===== config.mk =====
export PLATFORM = sky130hd
export DESIGN_NAME = bsq_burst_sequencer
export DESIGN_NICKNAME = d
export VERILOG_FILES = /design/src/bsq_pkg.sv /design/src/bsq_burst_sequencer.sv /design/src/bsq_down_counter.sv
export SDC_FILE = /design/constraint.sdc
export NUM_CORES = 1
export LEC_CHECK = 0
export BUFFER_PORTS_ARGS = -buffer_cell sky130_fd_sc_hd__buf_2
export CAP_MARGIN = 20
export CORE_UTILIZATION = 45
export DETAILED_ROUTE_END_ITERATION = 16
export GPL_ROUTABILITY_DRIVEN = 1
export GPL_TIMING_DRIVEN = 1
export PLACE_DENSITY = 0.64
export REMOVE_ABC_BUFFERS = 1
export SYNTH_ARGS = -nofsm -noshare
export SYNTH_HDL_FRONTEND = slang
export SYNTH_SLANG_ARGS = --single-unit

===== constraint.sdc =====
create_clock -name clk_in -period 5.6 [get_ports clk_in]
set_input_delay 1.68 -clock clk_in [delete_from_list [all_inputs] [get_ports clk_in]]
set_output_delay 1.68 -clock clk_in [all_outputs]
set_load 0.1 [all_outputs]

===== src/bsq_pkg.sv =====
package bsq_pkg;

  // ---------------------------------------------------------------------
  // Encodings
  // ---------------------------------------------------------------------
  typedef enum logic [1:0] {
    BSQ_SRC_INT,
    BSQ_SRC_EXT,
    BSQ_SRC_MAN
  } bsq_src_e;

  typedef enum logic [1:0] {
    BSQ_TOUT_OFF,
    BSQ_TOUT_UP,
    BSQ_TOUT_DOWN
  } bsq_tout_e;

  typedef enum logic [1:0] {
    BSQ_HOLD_START,
    BSQ_HOLD_END,
    BSQ_HOLD_MID
  } bsq_hold_e;

  // ---------------------------------------------------------------------
  // Widths and timing
  // ---------------------------------------------------------------------
  localparam int BSQ_CW         = 32;
  localparam int BSQ_NW         = 16;
  localparam int BSQ_PW         = 16;
  localparam int CLK_PERIOD_NS  = 10;
  // Minimum trigger delay: the hardware latency, one clock.
  localparam int MIN_DELAY_NS   = 10;
  localparam int MIN_DELAY_CYC  =
    (MIN_DELAY_NS + CLK_PERIOD_NS - 1) / CLK_PERIOD_NS;
  localparam logic [BSQ_CW-1:0] BSQ_ONE  = 32'h0000_0001;
  localparam logic [BSQ_CW-1:0] BSQ_ZERO = 32'h0000_0000;

endpackage : bsq_pkg


===== src/bsq_burst_sequencer.sv =====
`timescale 1ns/1ps
`default_nettype none

// Behaviour
// - Fixed-count burst emits exactly N carrier cycles.
// - Gated burst passes carrier only while gate valid.
// - Internal source starts trains from internal timer.
// - External trigger edge launches counter_in bursts (one if zero).
// - External gate uses input level, not edges.
// - Each manual activation while idle launches counter_in bursts (one if zero).
// - Every fixed-count burst starts at configured start phase; gated bursts get no phase load.
// - Trains spaced by burst period, start to start.
// - Cycle count only applies in fixed-count type.
// - Infinite count keeps carrier running after trigger.
// - External/manual: counter trains per trigger.
// - Positive polarity gate high, negative gate low.
// - Trigger delay precedes first carrier cycle.
// - Trigger output rising, falling or off selectable.
// - External trigger edge rising or falling selectable.
// - After burst, hold start, end or middle value.
// - Rising trigger output marks each internal or manual burst start.
module bsq_burst_sequencer
  import bsq_pkg::*;
#(
  parameter int CW = BSQ_CW,
  parameter int NW = BSQ_NW
) (
  input  wire logic              clk_in,
  input  wire logic              rstn_in,
  input  wire logic              enable_in,
  input  wire logic              gated_mode_in,
  input  wire bsq_pkg::bsq_src_e source_in,
  input  wire logic              ext_sig_in,
  input  wire logic              manual_trig_in,
  input  wire logic              gate_pos_in,
  input  wire logic              ext_rise_in,
  input  wire logic [CW-1:0]     period_cyc_in,
  input  wire logic [CW-1:0]     delay_cyc_in,
  input  wire logic [NW-1:0]     cycles_in,
  input  wire logic              cycles_inf_in,
  input  wire logic [NW-1:0]     counter_in,
  input  wire logic              carrier_wrap_in,
  input  wire logic [BSQ_PW-1:0] start_phase_in,
  input  wire bsq_pkg::bsq_tout_e tout_mode_in,
  input  wire bsq_pkg::bsq_hold_e hold_sel_in,
  output var  logic              carrier_en_out,
  output var  logic              phase_load_out,
  output var  logic [BSQ_PW-1:0] phase_out,
  output var  logic [1:0]        hold_sel_out,
  output var  logic              trig_out,
  output var  logic              busy_out
);
  import bsq_pkg::*;

  // -----------------------------------------------------------------------
  // Trigger qualification
  // -----------------------------------------------------------------------
  typedef enum logic [2:0] {
    BSQ_IDLE,
    BSQ_DELAY,
    BSQ_RUN,
    BSQ_WAIT,
    BSQ_GATE
  } bsq_state_e;

  bsq_state_e state;
  bsq_state_e next_state;
  logic       ext_prev;
  logic       man_prev;
  logic       ext_edge;
  logic       man_edge;
  logic       ext_level;
  logic       gate_open;
  logic       trig_evt;

  // Edge selection on the external input; manual press on its rising edge.
  assign ext_edge  = ext_rise_in ? (ext_sig_in && !ext_prev)
                                 : (!ext_sig_in && ext_prev);
  assign man_edge  = manual_trig_in && !man_prev;
  assign ext_level = ext_sig_in;
  assign gate_open = gate_pos_in ? ext_level : !ext_level;

  // Events while busy are dropped because only IDLE looks at them.
  always_comb begin
    trig_evt = 1'b0;
    case (source_in)
      BSQ_SRC_EXT: trig_evt = ext_edge;
      BSQ_SRC_MAN: trig_evt = man_edge;
      default:     trig_evt = 1'b1;
    endcase
  end

  // -----------------------------------------------------------------------
  // Counters
  // -----------------------------------------------------------------------
  logic [CW-1:0] delay_cnt;
  logic [CW-1:0] next_delay_cnt;
  logic [CW-1:0] per_cnt;
  logic [CW-1:0] next_per_cnt;
  logic [NW-1:0] train_cnt;
  logic [NW-1:0] next_train_cnt;
  logic          cyc_load;
  logic          cyc_last;
  logic          cyc_dec;
  logic          train_start;
  logic          next_carrier_en;
  logic          next_trig;
  logic          trig_level;
  logic          next_trig_level;
  logic [CW-1:0] delay_eff;
  logic [NW-1:0] trains_eff;

  // Delay is never shorter than the hardware latency.
  assign delay_eff = (delay_cyc_in < CW'(MIN_DELAY_CYC))
                   ? CW'(MIN_DELAY_CYC) : delay_cyc_in;
  // The internal source runs one train per timer tick.
  assign trains_eff = (source_in == BSQ_SRC_INT || counter_in == '0)
                    ? NW'(1) : counter_in;

  // Carrier cycle counter, reloaded at every train start outside gated type.
  bsq_down_counter #(
    .W(NW)
  ) u_cycles (
    .clk_in   (clk_in),
    .rstn_in  (rstn_in),
    .load_in  (cyc_load),
    .value_in (cycles_in),
    .dec_in   (cyc_dec),
    .last_out (cyc_last)
  );

  assign cyc_dec = (state == BSQ_RUN) && carrier_wrap_in;

  // -----------------------------------------------------------------------
  // Sequencer next state
  // -----------------------------------------------------------------------
  always_comb begin
    next_state      = state;
    next_delay_cnt  = delay_cnt;
    next_per_cnt    = (per_cnt != '0) ? per_cnt - CW'(1) : per_cnt;
    next_train_cnt  = train_cnt;
    next_carrier_en = carrier_en_out;
    train_start     = 1'b0;
    if (!enable_in) begin
      next_state      = BSQ_IDLE;
      next_carrier_en = 1'b0;
    end else begin
      case (state)
        BSQ_IDLE: begin
          next_carrier_en = 1'b0;
          if (gated_mode_in && source_in == BSQ_SRC_EXT) begin
            next_state = BSQ_GATE;
          end else if (trig_evt) begin
            next_state     = BSQ_DELAY;
            next_delay_cnt = delay_eff;
            next_train_cnt = trains_eff;
          end
        end
        BSQ_DELAY: begin
          next_delay_cnt = delay_cnt - CW'(1);
          if (delay_cnt <= CW'(1)) begin
            train_start = 1'b1;
          end
        end
        BSQ_RUN: begin
          // Stop only on a whole carrier cycle boundary.
          if (carrier_wrap_in && cyc_last && !cycles_inf_in) begin
            next_carrier_en = 1'b0;
            if (source_in == BSQ_SRC_INT) begin
              // The timer never stops, so the next train waits a period.
              next_state = BSQ_WAIT;
            end else begin
              next_state     = (train_cnt <= NW'(1)) ? BSQ_IDLE : BSQ_WAIT;
              next_train_cnt = train_cnt - NW'(1);
            end
          end
          if (per_cnt <= CW'(1) && cycles_inf_in == 1'b0
              && (train_cnt > NW'(1) || source_in == BSQ_SRC_INT)
              && !next_carrier_en) begin
            train_start = 1'b1;
          end
        end
        BSQ_WAIT: begin
          if (per_cnt <= CW'(1)) begin
            train_start = 1'b1;
          end
        end
        BSQ_GATE: begin
          next_carrier_en = gate_open;
          if (!(gated_mode_in && source_in == BSQ_SRC_EXT)) begin
            next_state      = BSQ_IDLE;
            next_carrier_en = 1'b0;
          end
        end
        default: begin
          next_state = BSQ_IDLE;
        end
      endcase
      if (train_start) begin
        next_state      = BSQ_RUN;
        next_carrier_en = 1'b1;
        next_per_cnt    = period_cyc_in;
      end
    end
  end

  // Cycle count is only loaded outside gated type.
  assign cyc_load = train_start && !gated_mode_in;

  // Trigger output: a level high for half the period from each train start.
  always_comb begin
    next_trig_level = trig_level;
    if (train_start) begin
      next_trig_level = 1'b1;
    end else if (per_cnt <= (period_cyc_in >> 1)) begin
      next_trig_level = 1'b0;
    end
    case (tout_mode_in)
      BSQ_TOUT_UP:   next_trig = next_trig_level;
      BSQ_TOUT_DOWN: next_trig = !next_trig_level;
      default:       next_trig = 1'b0;
    endcase
    if (source_in == BSQ_SRC_EXT) begin
      next_trig = 1'b0;
    end
  end

  // -----------------------------------------------------------------------
  // State registers
  // -----------------------------------------------------------------------
  always_ff @(posedge clk_in) begin
    if (!rstn_in) begin
      state          <= BSQ_IDLE;
      delay_cnt      <= BSQ_ZERO[CW-1:0];
      per_cnt        <= BSQ_ZERO[CW-1:0];
      train_cnt      <= '0;
      carrier_en_out <= 1'b0;
      phase_load_out <= 1'b0;
      phase_out      <= '0;
      hold_sel_out   <= 2'h0;
      trig_out       <= 1'b0;
      trig_level     <= 1'b0;
      ext_prev       <= 1'b0;
      man_prev       <= 1'b0;
    end else begin
      state          <= next_state;
      delay_cnt      <= next_delay_cnt;
      per_cnt        <= next_per_cnt;
      train_cnt      <= next_train_cnt;
      carrier_en_out <= next_carrier_en;
      phase_load_out <= train_start;
      phase_out      <= start_phase_in;
      hold_sel_out   <= hold_sel_in;
      trig_out       <= next_trig;
      trig_level     <= next_trig_level;
      ext_prev       <= ext_sig_in;
      man_prev       <= manual_trig_in;
    end
  end

  // Busy covers delay, every train and the gaps between them, but not the gated state.
  assign busy_out = (state != BSQ_IDLE) && (state != BSQ_GATE);

endmodule : bsq_burst_sequencer

`default_nettype wire


===== src/bsq_down_counter.sv =====
`timescale 1ns/1ps
`default_nettype none

// Loadable down counter that flags when it has reached one.
module bsq_down_counter #(
  parameter int W = 32
) (
  input  wire logic         clk_in,
  input  wire logic         rstn_in,
  input  wire logic         load_in,
  input  wire logic [W-1:0] value_in,
  input  wire logic         dec_in,
  output var  logic         last_out
);

  logic [W-1:0] count;
  logic [W-1:0] next_count;

  // Load wins over decrement; the counter rests at zero.
  always_comb begin
    next_count = count;
    if (load_in) begin
      next_count = value_in;
    end else if (dec_in && count != '0) begin
      next_count = count - W'(1);
    end
  end

  always_ff @(posedge clk_in) begin
    if (!rstn_in) begin
      count <= '0;
    end else begin
      count <= next_count;
    end
  end

  assign last_out = (count <= W'(1));

endmodule : bsq_down_counter

`default_nettype wire


# After elaboration in Yosys (flattened, before gate mapping)
# Cells that the tools add are included.
# op_classes
bitwise_logic	4
reduce_logical	40
eq_ne	19
add_sub_neg	4
mux	41
order_cmp	7
# ops
op	count
$mux 32	6
$mux 16	7
$le 32x1->1 const B	2
$pmux 32 s2	1
$sub 32x1->32 const B	2
$le 16x1->1 const B	2
$le 32x31->1	1
$lt 32x1->1 const B	1
$pmux 16 s2	1
$reduce_bool 32->1	1
$sub 16x1->16 const B	2
$gt 16x1->1 const B	1
$logic_not 16->1	1
$reduce_bool 16->1	1
$mux 1	14
$logic_and 1x1->1	13
$mux 3	4
$pmux 3 s4	1
$reduce_and 4->1	3
$ne 3x3->1 const B	3
$ne 2x2->1 const B	4
$logic_not 1->1	7
$eq 3x2->1 const B	2
$mux 2	3
20 further kinds	32
# word_totals
ff_bits	123
out_inout_bits	22

# Logic depth before layout (Yosys ltp)
# depth
word_depth	15
depth_mapped	11
ltp_nobuf	9

# By module
# From an unflattened synthesis, not the netlist that was laid out.
# hier_totals
cells_unflattened	986
area_unflattened_um2	7729.9
# by_module_without_submodules
module	n_inst	area_each_um2	cells_per_inst
bsq_burst_sequencer	1	6796.5	871
bsq_down_counter	1	933.4	115

# Least setup slack after synthesis
# No wires, ideal clock.
# synth_timing
path_kind	input-to-reg
startpoint	input ext_sig_in
endpoint	register delay_cnt[8]
path_stages	8
arrival_ps	3359
path_slack_ps	2111
cell_sequence	or3b_2 -> a21boi_0 -> o21ai_0 -> a21boi_0 -> clkbuf_1 -> o21ai_0 -> nand3_1 -> o21ai_0
# synth_via
elab_chain_cells	6
word_cells_on_any_way	7
classes_between	1 x eq/ne; 2 x mux; 4 x reduce/logical
# synth_lines
element	line	rtl
start, declared	bsq_burst_sequencer.sv:33	input wire logic ext_sig_in,
$logic_not 1->1	bsq_burst_sequencer.sv:78	: (!ext_sig_in && ext_prev);
$logic_and 1x1->1	bsq_burst_sequencer.sv:78	
$mux 1 (*)	bsq_burst_sequencer.sv:77	assign ext_edge = ext_rise_in ? (ext_sig_in && !ext_prev)
$pmux 1 s2 (*)	bsq_burst_sequencer.sv:86	case (source_in)
$ne 2x2->1 (no source line) (*)	n/a	
$reduce_and 4->1 (no source line) (*)	n/a	
end signal, assigned	bsq_burst_sequencer.sv:234	delay_cnt <= BSQ_ZERO[CW-1:0];
end signal, assigned	bsq_burst_sequencer.sv:247	delay_cnt <= next_delay_cnt;
end, declared	bsq_burst_sequencer.sv:96	logic [CW-1:0] delay_cnt;
# Mark *: on every way between the ends. The rest lies on a longest branch, timed or not.
# A chain may end at the register's enable or synchronous reset.

# Final worst setup path
# layout_timing
startpoint	input source_in[0]
endpoint	register per_cnt[17]
# layout_via
elab_chain_cells	9
# layout_lines
element	line	rtl
start, declared	bsq_burst_sequencer.sv:32	input wire bsq_pkg::bsq_src_e source_in,
$logic_not 2->1	bsq_burst_sequencer.sv:178	&& (train_cnt > NW'(1) || source_in == BSQ_SRC_INT)
$logic_or 1x1->1	bsq_burst_sequencer.sv:178	
$logic_and 1x1->1	bsq_burst_sequencer.sv:178	
$logic_and 1x1->1	bsq_burst_sequencer.sv:179	&& !next_carrier_en) begin
$mux 1	bsq_burst_sequencer.sv:177	if (per_cnt <= CW'(1) && cycles_inf_in == 1'b0
$pmux 1 s3	bsq_burst_sequencer.sv:148	case (state)
$mux 1	bsq_burst_sequencer.sv:144	if (!enable_in) begin
$mux 32	bsq_burst_sequencer.sv:199	if (train_start) begin
$mux 32	bsq_burst_sequencer.sv:144	
end signal, assigned	bsq_burst_sequencer.sv:235	per_cnt <= BSQ_ZERO[CW-1:0];
end signal, assigned	bsq_burst_sequencer.sv:248	per_cnt <= next_per_cnt;
end, declared	bsq_burst_sequencer.sv:98	logic [CW-1:0] per_cnt;
# Every way passes these cells. The select of a mux whose other input is x is not followed.

==> flow_summary.yaml <==
status:
  status: "completed"
route:
  drt-initial-drc-count: 519
  drcViolationCount: 0
  vias: 7645
  postRouteAntennaNets: 0
  vias_per_cell: 5.64
  wire_per_inst_um: 15.1
  dr.pass1.iters: 7
  wirelength_um: 20500
grt:
  busiest_layer: "met2"
  grt_overflow: 0
  grt_pass1_wl_um: 33900
  grt_max_degree: 82
  use_met1_pct: 30.8
  grt.total_usage_pct: 23.5
  use_met3_pct: 4.91
  grt_pass1_vias: 7066
  use_met2_pct: 38.7
  antenna_found_initial: 0
setup_path:
  rr_worst_depth: 7
  worstPathRequired_ns: 5.91
  r2r_slack_ns: 2.03
  path_delay_family: "compound AO/OA/AOI/OAI gates"
  slowest_stage: "o22a_2"
  critPathMaxStageDelay_ns: 0.77
  end_kind: "register"
  worstReg2RegEnd: "u_cycles.count[3]"
  cp_max_fo: 50
  worstSetupStartpointType: "primary input"
  cp.arrival_ns: 4.11
  path_buf_inv: 3
  critPathKind: "in2reg"
  path_cells: "buf_2 > inv_1 > ha_1 > nor3_1 > a41o_1 > a211o_1 > o22a_2 > buf_4 > nand3b_1 > o211a_1"
  startpoint: "source_in[0]"
  timing.rr.start: "per_cnt[14]"
timing:
  setup_tns_ns: 0
  period_share_pct: 67.9
  finalClockSkew_ns: 0.00843
  rsz0062_at_grt: "no"
  fin_crit_ns: 3.80
  worstMarginPinSlew_ns: 0.909
  drv_slew: 0
  fmax_ghz: 0.263
  final-setup-viol-count: 0
  hold_violations: 0
  slew_headroom_pct: 39.4
synthesis:
  syn_area_per_cell_sq_um: 7.74
  ys_seq_elements: 123
  ys_seq_area_share_pct: 31.8
  synthArstFlopShare_pct: 0
  syn-instance-count: 1000
  yosysWarningCount: 0
  synth_area_sq_um: 7740
  yosys_most_used_dff: "dfxtp_1"
  ys_types: 72
  synth-edff-count: 0
cells_and_area:
  multi_input_area_sq_um: 4890
  final_common_cell: "buf_2"
  fillers: 1631
  layout_common_cells: "buf_2 (148), dfxtp_1 (123), nand2_1 (116), o21ai_0 (80), nor2_1 (65)"
  area_delta_synth_final_pct: 19.6
  seqCellArea_sq_um: 2460
  stdcell_count: 1356
  drive_gt1_share_pct: 18.5
  nNetsFinal: 1294
hold_path:
  hold_start: "delay_cnt[19]"
  whs_path_depth: 2
  holdPathEnd: "delay_cnt[19]"
  hold_class: "reg2reg"
clocking:
  htree_levels: 4
  cts_root_buf: "clkbuf_16"
  cts_setup_buffers: 0
  clk_pin_slew_ns: 0.06
  clock_path_buffers: 2
  hold_buffers: 0
  ctsResizeCount: 0
  tritoncts: "built"
  cts_buffers: 17
  clkLatencyLatePin_ns: 0.42
  cts_sinks: 123
die:
  die_y_um: 133
  io_pins: 150
  row_count: 47
  dieArea_sq_um: 17700
  die_w_um: 133
  core_sq_um: 16700
  start_util_pct: 46.4
power_and_ir_drop:
  ir_drop_mv: 0.300
  cellLeakagePower_nw: 4.31
  powerDensity_nw_per_um2: 413
placed_design:
  io_buffers: 149
  globalplace.congestion: 0.867
  hpwl_um: 14500
  place_inst: 1322
job:
  drv_cap: 0
-- Yosys cell counts (25+ instances only) --
master | n | area (sq um)
a21oi_1 | 62 | 310
and2_1 | 31 | 194
clkbuf_1 | 43 | 161
dfxtp_1 | 123 | 2460
ha_1 | 44 | 551
inv_1 | 49 | 184
nand2_1 | 116 | 435
nand3_1 | 43 | 215
nor2_1 | 65 | 244
nor3_1 | 36 | 180
nor4_1 | 33 | 206
o211a_1 | 25 | 250
o21ai_0 | 80 | 400
xnor2_1 | 27 | 236
-- cell type report --
class                      instances  area share (%)
multi-input combinational        774            52.8
clock inverter                    15            2.14
sequential                       123            26.6
tap                              220            2.97
antenna                            1          0.0270
inverter                          49            1.99
clock buffer                      17            4.60
timing repair buffer             157            8.84
-- sequential cells by signal, indices dropped and copies added, names as in the netlist, 2 cells and up --
name and count:
u_cycles.count 16, state 3, train_cnt 16, hold_sel_out 2, delay_cnt 32, phase_out 16
per_cnt 32
-- per-layer routing --
layer / up-vias / wire, um
met2: 244 / 9480
met4: 0 / 291
met3: 21 / 1290
met5: - / 0
li1: 3898 / -
met1: 3482 / 9430
-- tightest hold or removal path, delay by kind of cell, from the launching register on --
kind	cells	cell delay (ns)
AO/OA/AOI/OAI	1	0.06
AND/OR/NAND/NOR	1	0.04
flip-flops	1	0.30
-- cell families (layout without fill, tap and decap cells) --
kind of cell    after synthesis  after routing  synth area share [%]
flops                       123            123                  31.8
buf+inv                     103            238                  5.22
xor+xnor                     44             44                  4.98
simple gates                404            404                  26.9
compound gates              277            277                  23.3
mux                           5              5                 0.663
other cells                   0              1                     0
fa+ha+maj                    44             44                  7.11
-- worst max-delay path by stage --
stage	end	slack, ns	depth (start not counted)
after floorplan	delay_cnt[27]	0.77	7
after global placement	u_cycles.count[13]	1.41	9
after detailed placement	u_cycles.count[9]	1.36	9
after CTS	u_cycles.count[14]	1.81	9
after global routing	per_cnt[15]	1.55	10
final	per_cnt[17]	1.80	10
-- report_power, final --
group	internal (W)	switching, W
sequential	0.00101	0.000153
combinational	0.000632	0.000860
clock	0.000744	0.000423
total	0.00239	0.00144
-- metrics by stage --
stage	worst slack [ns]	util, %	hold WS (ns)	instance area, sq um	power [W]
floorplan	0.766	-	0.431	7520	0.00227
global placement	1.41	51.6	0.452	8630	0.00263
detailed placement	1.36	51.6	0.456	8630	0.00265
CTS	1.81	55.4	0.464	9250	0.00384
global route	1.55	55.4	0.479	9250	0.00410
finish	1.80	55.4	0.459	9260	0.00382
No activity file was read; power rests on OpenSTA's default activity.
